**config.mk**
```make
export PLATFORM = sky130hd
export DESIGN_NAME = mac_apb_register_port
export DESIGN_NICKNAME = d
export VERILOG_FILES = /design/src/mac_apb_pkg.sv /design/src/mac_apb_register_port.sv /design/src/sync_two_stage.sv
export SDC_FILE = /design/constraint.sdc
export NUM_CORES = 1
export LEC_CHECK = 0
export BUFFER_PORTS_ARGS = -buffer_cell sky130_fd_sc_hd__buf_2
export CORE_UTILIZATION = 35
export DETAILED_ROUTE_END_ITERATION = 8
export PLACE_DENSITY = 0.54
export SLEW_MARGIN = 20
export SYNTH_ARGS = -nofsm -noshare
export SYNTH_HDL_FRONTEND = slang
export SYNTH_SLANG_ARGS = --single-unit
export TNS_END_PERCENT = 5
```
**constraint.sdc**
```tcl
create_clock -name core_clk -period 3.29 [get_ports core_clk]
set_input_delay 0.658 -clock core_clk [delete_from_list [all_inputs] [get_ports core_clk]]
set_output_delay 0.658 -clock core_clk [all_outputs]
set_load 0.005 [all_outputs]
```
**src/mac_apb_pkg.sv**
```systemverilog
// Purpose: shared constants for the MAC register port (offsets, widths, reset values)
// Assumes: 32-bit APB data, 16-bit byte address, one aligned word per register
// Notes:   PHY-side widths are fixed at the MAC core's pin widths
package mac_apb_pkg;
    localparam int          ADDR_W       = 16;
    localparam int          DATA_W       = 32;
    localparam int          XGMII_W      = 64;
    localparam int          XGMII_CTRL_W = 8;
    localparam int          GEARBOX_W    = 64;
    localparam int          RAW_W        = 32;
    localparam int          TYPE_KR      = 1;
    localparam int          TYPE_XGMII   = 2;
    // register offsets (byte addresses)
    localparam logic [15:0] OFS_SCRATCH  = 16'h0000;
    localparam logic [15:0] OFS_IFTYPE   = 16'h0004;
    localparam logic [15:0] OFS_TXD_LO   = 16'h0008;
    localparam logic [15:0] OFS_TXD_HI   = 16'h000C;
    localparam logic [15:0] OFS_TXC      = 16'h0010;
    localparam logic [15:0] OFS_GBX_LO   = 16'h0014;
    localparam logic [15:0] OFS_GBX_HI   = 16'h0018;
    localparam logic [15:0] OFS_XRX_LO   = 16'h001C;
    localparam logic [15:0] OFS_XRX_HI   = 16'h0020;
    localparam logic [15:0] OFS_XRXC     = 16'h0024;
    localparam logic [15:0] OFS_RAW      = 16'h0028;
    localparam logic [15:0] OFS_STATUS   = 16'h002C;
    // status bit positions
    localparam int          ST_GBX_SEEN  = 0;
    localparam int          ST_RAW_SEEN  = 1;
    // reset values
    localparam logic [31:0] RST_WORD     = 32'h0000_0000;
    localparam logic [63:0] RST_XGMII    = 64'h0000_0000_0000_0000;
    localparam logic [7:0]  RST_CTRL     = 8'h00;
    localparam logic [7:0]  XGMII_IDLE_C = 8'hFF;
    // pin synchroniser depth is fixed at two stages
    localparam int          SYNC_STAGES  = 2;
endpackage

```
**src/mac_apb_register_port.sv**
```systemverilog
// Purpose: APB register port of the 10G MAC with PHY-side port presence by interface type
// Assumes: requester keeps the APB setup/access protocol; PHY pins are asynchronous
// Notes:   one wait state per access; gearbox clocks are sampled, not used as clocks
`timescale 1ns/100ps
module mac_apb_register_port #(
    parameter int phy_interface_type = mac_apb_pkg::TYPE_XGMII // 1: KR raw, 2: XGMII
) (
    input  wire logic        core_clk,              // APB clock, 100 MHz
    input  wire logic        rst_b,                 // async reset, active low
    input  wire logic [15:0] paddr,                 // APB byte address
    input  wire logic        psel,                  // APB select
    input  wire logic        penable,               // APB enable strobe
    input  wire logic        pwrite,                // APB direction, high = write
    input  wire logic [31:0] pwdata,                // APB write data
    output logic      [31:0] prdata,                // APB read data
    output logic             pready,                // APB ready
    output logic      [63:0] xgmii_tx_data_out,     // XGMII transmit data
    output logic      [7:0]  xgmii_tx_ctrl_out,     // XGMII transmit control
    input  wire logic [63:0] xgmii_rx_data_in,      // XGMII receive data
    input  wire logic [7:0]  xgmii_rx_ctrl_in,      // XGMII receive control
    input  wire logic [63:0] gearbox_rx_data_in,    // gearbox receive data
    input  wire logic        gearbox_tx_clk_in,     // gearbox transmit lane clock
    input  wire logic        gearbox_rx_clk_in,     // gearbox receive lane clock
    input  wire logic        gearbox_rx_valid_in,   // gearbox receive valid
    input  wire logic [31:0] raw_lane_rx_data_in,   // raw receive data (KR)
    input  wire logic        raw_lane_rx_ready_in,  // raw receive ready (KR)
    input  wire logic        raw_lane_rx_enable_in  // raw receive enable (KR)
);
    localparam int SYNC_W = 64 + 8 + 64 + 1 + 1 + 1 + 32 + 1 + 1;
    localparam bit IS_XGMII = (phy_interface_type == mac_apb_pkg::TYPE_XGMII);
    localparam bit IS_KR    = (phy_interface_type == mac_apb_pkg::TYPE_KR);

    logic [SYNC_W-1:0] pinsSync;
    logic [63:0]       xrxData;
    logic [7:0]        xrxCtrl;
    logic [63:0]       gbxData;
    logic              txClkS;
    logic              rxClkS;
    logic              gbxValid;
    logic [31:0]       rawData;
    logic              rawReady;
    logic              rawEnable;
    logic              txClkLast;
    logic              rxClkLast;
    logic [31:0]       scratch;
    logic [63:0]       txDataReg;
    logic [7:0]        txCtrlReg;
    logic [63:0]       gbxCapture;
    logic [63:0]       xrxCapture;
    logic [7:0]        xrxCtrlCapture;
    logic [31:0]       rawCapture;
    logic [1:0]        status;

    // all PHY pins pass two flops before any logic sees them
    sync_two_stage #(.WIDTH(SYNC_W)) pinSync (
        .core_clk (core_clk),
        .rst_b    (rst_b),
        .asyncIn  ({xgmii_rx_data_in, xgmii_rx_ctrl_in, gearbox_rx_data_in,
                    gearbox_tx_clk_in, gearbox_rx_clk_in, gearbox_rx_valid_in,
                    raw_lane_rx_data_in, raw_lane_rx_ready_in, raw_lane_rx_enable_in}),
        .syncOut  (pinsSync)
    );

    // unpack the synced bundle
    assign {xrxData, xrxCtrl, gbxData, txClkS, rxClkS, gbxValid,
            rawData, rawReady, rawEnable} = pinsSync;

    // APB decode: access cycle taken while ready is still low
    wire accessStart = psel & penable & ~pready;
    wire writeFire   = accessStart & pwrite;
    wire readFire    = accessStart & ~pwrite;
    wire hitScratch  = (paddr == mac_apb_pkg::OFS_SCRATCH);
    wire hitIfType   = (paddr == mac_apb_pkg::OFS_IFTYPE);
    wire hitTxdLo    = (paddr == mac_apb_pkg::OFS_TXD_LO);
    wire hitTxdHi    = (paddr == mac_apb_pkg::OFS_TXD_HI);
    wire hitTxc      = (paddr == mac_apb_pkg::OFS_TXC);
    wire hitGbxLo    = (paddr == mac_apb_pkg::OFS_GBX_LO);
    wire hitGbxHi    = (paddr == mac_apb_pkg::OFS_GBX_HI);
    wire hitXrxLo    = (paddr == mac_apb_pkg::OFS_XRX_LO);
    wire hitXrxHi    = (paddr == mac_apb_pkg::OFS_XRX_HI);
    wire hitXrxc     = (paddr == mac_apb_pkg::OFS_XRXC);
    wire hitRaw      = (paddr == mac_apb_pkg::OFS_RAW);
    wire hitStatus   = (paddr == mac_apb_pkg::OFS_STATUS);
    wire addrHit     = hitScratch | hitIfType | hitTxdLo | hitTxdHi | hitTxc | hitGbxLo
                     | hitGbxHi | hitXrxLo | hitXrxHi | hitXrxc | hitRaw | hitStatus;

    // read selection; anything not decoded returns zero
    wire [31:0] readMux =
        hitScratch ? scratch                                   :
        hitIfType  ? 32'(phy_interface_type)                   :
        hitTxdLo   ? txDataReg[31:0]                           :
        hitTxdHi   ? txDataReg[63:32]                          :
        hitTxc     ? {24'h00_0000, txCtrlReg}                  :
        hitGbxLo   ? gbxCapture[31:0]                          :
        hitGbxHi   ? gbxCapture[63:32]                         :
        hitXrxLo   ? xrxCapture[31:0]                          :
        hitXrxHi   ? xrxCapture[63:32]                         :
        hitXrxc    ? {24'h00_0000, xrxCtrlCapture}             :
        hitRaw     ? rawCapture                                :
        hitStatus  ? {30'h0000_0000, status}                   :
                     mac_apb_pkg::RST_WORD;

    // gearbox lane clocks: rising edges seen after synchronisation
    wire txClkRise   = txClkS & ~txClkLast;
    wire rxClkRise   = rxClkS & ~rxClkLast;
    wire gbxTake     = rxClkRise & gbxValid;
    wire rawTake     = IS_KR & rawReady & rawEnable;
    wire stClearGbx  = writeFire & hitStatus & pwdata[mac_apb_pkg::ST_GBX_SEEN];
    wire stClearRaw  = writeFire & hitStatus & pwdata[mac_apb_pkg::ST_RAW_SEEN];

    // ready pulses one cycle after the first access cycle; data loads with it
    always_ff @(posedge core_clk or negedge rst_b) begin
        if (!rst_b) begin
            pready <= 1'b0;
            prdata <= mac_apb_pkg::RST_WORD;
        end else begin
            pready <= accessStart;
            if (readFire) begin
                prdata <= readMux;
            end
        end
    end

    // software-written registers, stored as the access is taken
    always_ff @(posedge core_clk or negedge rst_b) begin
        if (!rst_b) begin
            scratch   <= mac_apb_pkg::RST_WORD;
            txDataReg <= mac_apb_pkg::RST_XGMII;
            txCtrlReg <= mac_apb_pkg::XGMII_IDLE_C;
        end else begin
            if (writeFire & hitScratch) begin
                scratch <= pwdata;
            end
            if (writeFire & hitTxdLo) begin
                txDataReg[31:0] <= pwdata;
            end
            if (writeFire & hitTxdHi) begin
                txDataReg[63:32] <= pwdata;
            end
            if (writeFire & hitTxc) begin
                txCtrlReg <= pwdata[7:0];
            end
        end
    end

    // edge history and receive captures; sticky status where a set beats a clear
    always_ff @(posedge core_clk or negedge rst_b) begin
        if (!rst_b) begin
            txClkLast      <= 1'b0;
            rxClkLast      <= 1'b0;
            gbxCapture     <= mac_apb_pkg::RST_XGMII;
            xrxCapture     <= mac_apb_pkg::RST_XGMII;
            xrxCtrlCapture <= mac_apb_pkg::RST_CTRL;
            rawCapture     <= mac_apb_pkg::RST_WORD;
            status         <= 2'h0;
        end else begin
            txClkLast <= txClkS;
            rxClkLast <= rxClkS;
            if (gbxTake) begin
                gbxCapture <= gbxData;
            end
            if (IS_XGMII) begin
                xrxCapture     <= xrxData;
                xrxCtrlCapture <= xrxCtrl;
            end
            if (rawTake) begin
                rawCapture <= rawData;
            end
            status[mac_apb_pkg::ST_GBX_SEEN] <= gbxTake |
                (status[mac_apb_pkg::ST_GBX_SEEN] & ~stClearGbx);
            status[mac_apb_pkg::ST_RAW_SEEN] <= rawTake |
                (status[mac_apb_pkg::ST_RAW_SEEN] & ~stClearRaw);
        end
    end

    // transmit lane: presented on the tx lane clock, held at zero when absent
    generate
        if (IS_XGMII) begin : gTxPresent
            always_ff @(posedge core_clk or negedge rst_b) begin
                if (!rst_b) begin
                    xgmii_tx_data_out <= mac_apb_pkg::RST_XGMII;
                    xgmii_tx_ctrl_out <= mac_apb_pkg::RST_CTRL;
                end else if (txClkRise) begin
                    xgmii_tx_data_out <= txDataReg;
                    xgmii_tx_ctrl_out <= txCtrlReg;
                end
            end
        end else begin : gTxAbsent
            always_ff @(posedge core_clk or negedge rst_b) begin
                if (!rst_b) begin
                    xgmii_tx_data_out <= mac_apb_pkg::RST_XGMII;
                    xgmii_tx_ctrl_out <= mac_apb_pkg::RST_CTRL;
                end else begin
                    xgmii_tx_data_out <= mac_apb_pkg::RST_XGMII;
                    xgmii_tx_ctrl_out <= mac_apb_pkg::RST_CTRL;
                end
            end
        end
    endgenerate

    // protocol and datapath checks
    chk_ready_low_access: assert property (@(posedge core_clk) disable iff (!rst_b)
        (psel && penable && !$past(penable)) |-> !pready)
        else $error("ready high in first access cycle");
    chk_ready_single_pulse: assert property (@(posedge core_clk) disable iff (!rst_b)
        pready |=> !pready)
        else $error("ready held longer than one cycle");
    chk_ready_after_access: assert property (@(posedge core_clk) disable iff (!rst_b)
        (psel && penable && !pready) |=> pready)
        else $error("access not completed after one wait cycle");
    chk_read_data_valid: assert property (@(posedge core_clk) disable iff (!rst_b)
        (psel && penable && !pready && !pwrite) |=> (pready && prdata == $past(readMux)))
        else $error("read data not valid with ready");
    chk_unmapped_zero: assert property (@(posedge core_clk) disable iff (!rst_b)
        (psel && penable && !pready && !pwrite && !addrHit) |=> (pready && prdata == 32'h0))
        else $error("unmapped read not zero or stalled");
    chk_scratch_write: assert property (@(posedge core_clk) disable iff (!rst_b)
        (psel && penable && !pready && pwrite && hitScratch) |=> scratch == $past(pwdata))
        else $error("scratch write lost");
    chk_tx_data_follow: assert property (@(posedge core_clk) disable iff (!rst_b)
        (IS_XGMII && txClkRise) |=> xgmii_tx_data_out == $past(txDataReg))
        else $error("tx data not updated on lane clock");
    chk_tx_ctrl_absent: assert property (@(posedge core_clk) disable iff (!rst_b)
        !IS_XGMII |-> (xgmii_tx_ctrl_out == 8'h00 && xgmii_tx_data_out == 64'h0))
        else $error("tx outputs driven while absent");
    chk_raw_absent: assert property (@(posedge core_clk) disable iff (!rst_b)
        !IS_KR |-> rawCapture == 32'h0)
        else $error("raw capture active outside KR");
    chk_gbx_capture: assert property (@(posedge core_clk) disable iff (!rst_b)
        gbxTake |=> (gbxCapture == $past(gbxData) && status[mac_apb_pkg::ST_GBX_SEEN]))
        else $error("gearbox word not captured");

    cov_read_done: cover property (@(posedge core_clk) disable iff (!rst_b)
        psel && penable && pready && !pwrite);
    cov_write_done: cover property (@(posedge core_clk) disable iff (!rst_b)
        psel && penable && pready && pwrite);
    cov_back_to_back: cover property (@(posedge core_clk) disable iff (!rst_b)
        (psel && pready) ##1 (psel && !penable) ##1 (psel && penable));
    cov_gbx_take: cover property (@(posedge core_clk) disable iff (!rst_b) gbxTake);
endmodule

```
**src/sync_two_stage.sv**
```systemverilog
// Purpose: two-flop synchroniser for a bundle of pin inputs
// Assumes: each bit is an independent level or is qualified later by a synced valid
// Notes:   the first stage feeds only the second stage
`timescale 1ns/100ps
module sync_two_stage #(
    parameter int WIDTH = 1
) (
    input  wire logic             core_clk, // sampling clock
    input  wire logic             rst_b,    // async reset, active low
    input  wire logic [WIDTH-1:0] asyncIn,  // pin level from another domain
    output logic      [WIDTH-1:0] syncOut   // level safe to use in core_clk domain
);
    logic [WIDTH-1:0] stage1;

    // metastability guard: stage1 is read by stage two only
    always_ff @(posedge core_clk or negedge rst_b) begin
        if (!rst_b) begin
            stage1  <= '0;
            syncOut <= '0;
        end else begin
            stage1  <= asyncIn;
            syncOut <= stage1;
        end
    end
endmodule

```
Word level (Yosys, flattened, before mapping)
Cells that the tools add are included.
Operators by class
  muxes and demuxes: 12
  reductions and logical operators: 1
  bitwise gates (word level): 23
  equality and inequality tests: 11
Operators by type and width (number)
  32-bit 2-to-1 mux: 9
  16-bit by 5-bit equality test with 1-bit output (second input constant): 4
  16-bit by 6-bit equality test with 1-bit output (second input constant): 4
  16-bit by 4-bit equality test with 1-bit output (second input constant): 2
  1-bit bitwise AND: 16
  16-bit by 3-bit equality test with 1-bit output (second input constant): 1
  16-bit logical NOT: 1
  8-bit 2-to-1 mux: 1
  1-bit NOT: 6
  2-bit 2-to-1 mux: 2
  1-bit bitwise OR: 1
Word-level totals
  register bits after elaboration: 695
  output and inout port bits: 105
  bits of input ports: 226

Depth between registers and ports, before layout
  word-level depth: 13
  gate-level depth with buffers: 8
  gate-level depth less buffers: 5

Modules after synthesis
From an unflattened synthesis, not the netlist that was laid out.
Second synthesis, totals
  cell total of the unflattened synthesis: 1329
  area, all modules: 22846.9 µm²
Modules (own cells, without submodules)
  mac_apb_register_port: times used 1, seq. area each 8743.4 µm², area an instance 14188.6 µm², cells an instance 983
  sync_two_stage: times used 1, seq. area each 8658.3 µm², area an instance 8658.3 µm², cells an instance 346

Worst setup path after synthesis
Ideal clock, no wire load.
  path kind: input port to flip-flop
  start point: input port paddr[11]
  end point: register scratch[27]
  slack: 0.755 ns
  setup time: 0.125 ns
  data arrival time: 2.410 ns
  data required time: 3.165 ns
  stages: 7
  buffers on the path: 2
  cells stage by stage: or4_1 -> buf_6 -> nor3_4 -> nand2_1 -> nor2_2 -> buf_4 -> mux2_2
On the way
  cells in the longest elaborated chain, start to end: 2
RTL lines
  start, declared: RTL line mac_apb_register_port.sv:10  | input wire logic [15:0] paddr,
  16-bit logical NOT: RTL line mac_apb_register_port.sv:72  | wire hitScratch = (paddr == mac_apb_pkg::OFS_SCRATCH);
  1-bit bitwise AND: RTL line mac_apb_register_port.sv:131  | if (writeFire & hitScratch) begin
  end signal, assigned: RTL line mac_apb_register_port.sv:127  | scratch <= mac_apb_pkg::RST_WORD;
  end signal, assigned: RTL line mac_apb_register_port.sv:132  | scratch <= pwdata;
  end, declared: RTL line mac_apb_register_port.sv:45  | logic [31:0] scratch;
Every way passes these cells.
A chain may end at the register's enable or synchronous reset.

Final worst setup path
  start point: input port paddr[11]
  end point: register prdata[6]
On the way
  cells in the longest elaborated chain, start to end: 11
RTL lines
  16-bit by 6-bit equality test with 1-bit output: RTL line mac_apb_register_port.sv:81  | wire hitXrxc = (paddr == mac_apb_pkg::OFS_XRXC);
  8-bit 2-to-1 mux: RTL line mac_apb_register_port.sv:98  | hitXrxc ? {24'h00_0000, xrxCtrlCapture} :
  32-bit 2-to-1 mux: RTL line mac_apb_register_port.sv:97  | hitXrxHi ? xrxCapture[63:32] :
  32-bit 2-to-1 mux: RTL line mac_apb_register_port.sv:96  | hitXrxLo ? xrxCapture[31:0] :
  32-bit 2-to-1 mux: RTL line mac_apb_register_port.sv:95  | hitGbxHi ? gbxCapture[63:32] :
  32-bit 2-to-1 mux: RTL line mac_apb_register_port.sv:94  | hitGbxLo ? gbxCapture[31:0] :
  32-bit 2-to-1 mux: RTL line mac_apb_register_port.sv:93  | hitTxc ? {24'h00_0000, txCtrlReg} :
  32-bit 2-to-1 mux: RTL line mac_apb_register_port.sv:92  | hitTxdHi ? txDataReg[63:32] :
  32-bit 2-to-1 mux: RTL line mac_apb_register_port.sv:91  | hitTxdLo ? txDataReg[31:0] :
  32-bit 2-to-1 mux: RTL line mac_apb_register_port.sv:90  | hitIfType ? 32'(phy_interface_type) :
  32-bit 2-to-1 mux (*): RTL line mac_apb_register_port.sv:89  | hitScratch ? scratch :
  end signal, assigned: RTL line mac_apb_register_port.sv:115  | prdata <= mac_apb_pkg::RST_WORD;
  end signal, assigned: RTL line mac_apb_register_port.sv:119  | prdata <= readMux;
  end, declared: RTL line mac_apb_register_port.sv:15  | output logic [31:0] prdata,
Mark *: on every way between the ends. The rest lies on a longest branch, timed or not.

==> flow_summary.ini <==
[power]
p_per_area_nw_per_um2 = 629
peakVddDrop_v = 0.000373
p_leak_nw = 12.6
total_power_mw = 16.7

[global_route]
grt_pass1_wl_um = 82100
antenna_found_initial = 9
overflow = 0
first_global_vias = 12974
grt_max_degree = 91
grt_usage_pct = 17.9

[sta]
tightest_slew_ps = 1080
fin_crit_sh_pct = 72.2
rsz0062_at_grt = no
period_needed_ps = 2380
hold_viol_final = 0
skew_ps = 19.5
hold_ws_ps = 84.2
max-slew-margin-rel_pct = 28.2
setup_tns_ps = 0
timing.fmax_mhz = 421
finalSetupViolations = 0
drv_slew = 0

[yosys]
synth_top_area_cell = dfrtp_1
synthesis.nets = 1581
synthTopCellsByArea = dfrtp_1 72%, mux2_2 11%, mux2_1 1.6%
synth_top_area_share_pct = 72.4
synth_cell_types = 67
synth_cells = 1355
synth_area_um2 = 21400
async_flop_share_pct = 100
synthFlopType = dfrtp_1
ys_seq_area_share_pct = 73.4
ys_ff_latch = 627
synth_edf_count = 0
syn_avg_cell_area_um2 = 15.8
yosysWarnings = 0

[setup_path]
cp_num_buf_inv = 3
worstSetupPathType = primary input to flip-flop
r2r_slack_ps = 1220
path_delay_family = simple AND/OR/NAND/NOR gates
r2r-start = pready
worstReg2RegEnd = txDataReg[8]
cpPeakStageDelay_ps = 560
cp-end-kind = flip-flop
reg2reg_depth = 5
path_cells = buf_2, or4_1, buf_4, nor4_4, buf_12, nand2_1, a221oi_1, o221a_1
path_max_fanout = 22
crit_arrival_ps = 2900
crit_path_top_delay_cell = or4_1
crit_required_ps = 3820
start_kind = primary input

[clock_tree]
clkSinkCount = 627
ctsHoldBuffers = 0
worst_skew_pair.late_latency_ps = 600
cts_tree = done
clk_pin_slew_worst_paths_ps = 60
cts-resized-gates = 0
htreeDepth = 3
cts-root-buf = clkbuf_16
post_cts_buffers = 0
numCtsBuffers = 68
cts_max_path_buffers = 3

[final_layout]
fillerInstances = 5498
syn2layout_area_growth_pct = 23.9
multiInputGateArea_um2 = 5440
ff_latch_area_um2 = 15700
final_cells = 2541
drive_gt1_share_pct = 39.4
final_util_pct = 43.9
finalNetCount = 1932

[hold_path]
holdCritPathClass = primary input to asynchronous set/reset pin

[placed_design]
dpl.hpwl_um = 36700
place_inst = 2418
gp_congestion = 0.823
port_buffers = 296

[routing]
wirelength_um = 55000
drc = 0
via_count = 12475
antenna_left = 0
via_per_inst = 4.91
wl_per_cell_um = 21.6
drtIter0Drc = 632
drt_first_pass_iters = 5

[run_status]
outcome = finished clean

[floorplan]
initial_core_util_pct = 35.4
dieArea_um2 = 62100
coreArea_um2 = 60400
io_pins = 331
placementRows = 90
die_y_um = 249
die_width_um = 249

[flow_run]
cap_violations = 0
-- worst max path at each step --
stage          depth (start not counted)     endpoint  slack (ps)      start
2_1_floorplan                          7  scratch[27]         750  paddr[11]
3_3_place_gp                           6   prdata[22]         360  paddr[11]
3_5_place_dp                           8    prdata[6]         310  paddr[11]
4_1_cts                                8    prdata[6]         950  paddr[11]
5_1_grt                                8    prdata[6]         890  paddr[11]
6_report                               8    prdata[6]         910  paddr[11]
-- registers in the layout, summed over array words and instances, names as in the netlist, 2 cells and up --
name and cells:
xrxCtrlCapture 8, xgmii_tx_data_out 64, xrxCapture 64, pinSync.syncOut 139
prdata 32, xgmii_tx_ctrl_out 8, scratch 32, txCtrlReg 8
status 2, pinSync.stage1 139, txDataReg 64, gbxCapture 64
-- Yosys cell counts (5+ instances only) --
library cell	count
buf_2	9
a22o_1	5
nand4_1	12
o21ai_1	22
dfrtp_1	619
o221a_1	21
o221ai_1	5
a221oi_1	6
buf_4	10
nand2b_1	23
nor2_1	36
a22oi_1	28
and3_1	30
dfstp_2	8
nor4_1	8
nor3_1	6
o21ai_0	39
mux2_1	31
nor2b_1	26
a21oi_1	35
nand2_1	45
mux2_2	201
clkbuf_1	43
o2bb2ai_1	5
inv_1	5
-- through the flow --
stage | setup WS (ps) | area [um2]
finish | 914 | 26500
CTS | 947 | 26500
detailed placement | 312 | 24200
global placement | 365 | 24200
floorplan | 755 | 21400
global route | 888 | 26500
-- cell type report --
cell class | instances | area share [%]
repair buffers | 349 | 7.84
multi-input cells | 655 | 20.5
flip-flops and latches | 627 | 59.2
clock buffers | 100 | 7.52
inverters | 5 | 0.0708
diodes | 3 | 0.0283
clock inverters | 20 | 1.10
well taps | 782 | 3.69
-- metal layers --
layer / part of all wire (%) / track usage [%] / routed length, um / up-vias
met1: 45 / 24.4 / 24600 / 6443
li1: - / - / - / 5525
met2: 46 / 27.4 / 25000 / 390
met3: 6.8 / 5.02 / 3740 / 107
met5: 0.13 / 0 / 70 / -
met4: 2.8 / 6.08 / 1550 / 10
-- worst register-to-register path, cell delays in order, from the launching register on --
cell     delay [ps]
dfrtp_1         390
and3b_1         260
nand2_1         330
nor2_4          220
buf_4           360
mux2_2          390
-- cell usage in the layout, fill, tap and decap left out, drive strengths merged, types with 3 or more instances in the layout --
cell,instances
and3,30
buf,349
o2111ai,3
nor2b,26
nor3,8
o221ai,5
a22o,5
a221oi,6
bufinv,6
mux2,232
nor4,13
dfrtp,619
a21o,3
dfstp,8
mux2i,3
o221a,22
o2bb2ai,5
or4,5
and2,3
clkbuf,100
clkinv,11
a21oi,35
or4b,3
nand4,12
a32oi,4
a22oi,28
inv,8
diode,3
nand2,45
o21ai,61
nor4b,4
a31oi,4
nand2b,23
nor2,39
-- cells by family (layout without fill, tap and decap cells) --
family / after synthesis / in the layout / share of synthesized area, %
compound gates: 197 / 197 / 6.40
buf+inv: 73 / 474 / 1.65
flops: 627 / 627 / 73.4
mux: 235 / 235 / 12.4
other cells: 0 / 3 / 0
simple gates: 223 / 223 / 6.18
-- report_power, final --
group	switching (mW)	internal (mW)	total, mW
Sequential	0.150	8.10	8.25
Combinational	0.405	0.311	0.717
Clock	3.03	4.68	7.72
Total	3.59	13.1	16.7
Power figures use the tool's default switching activity.
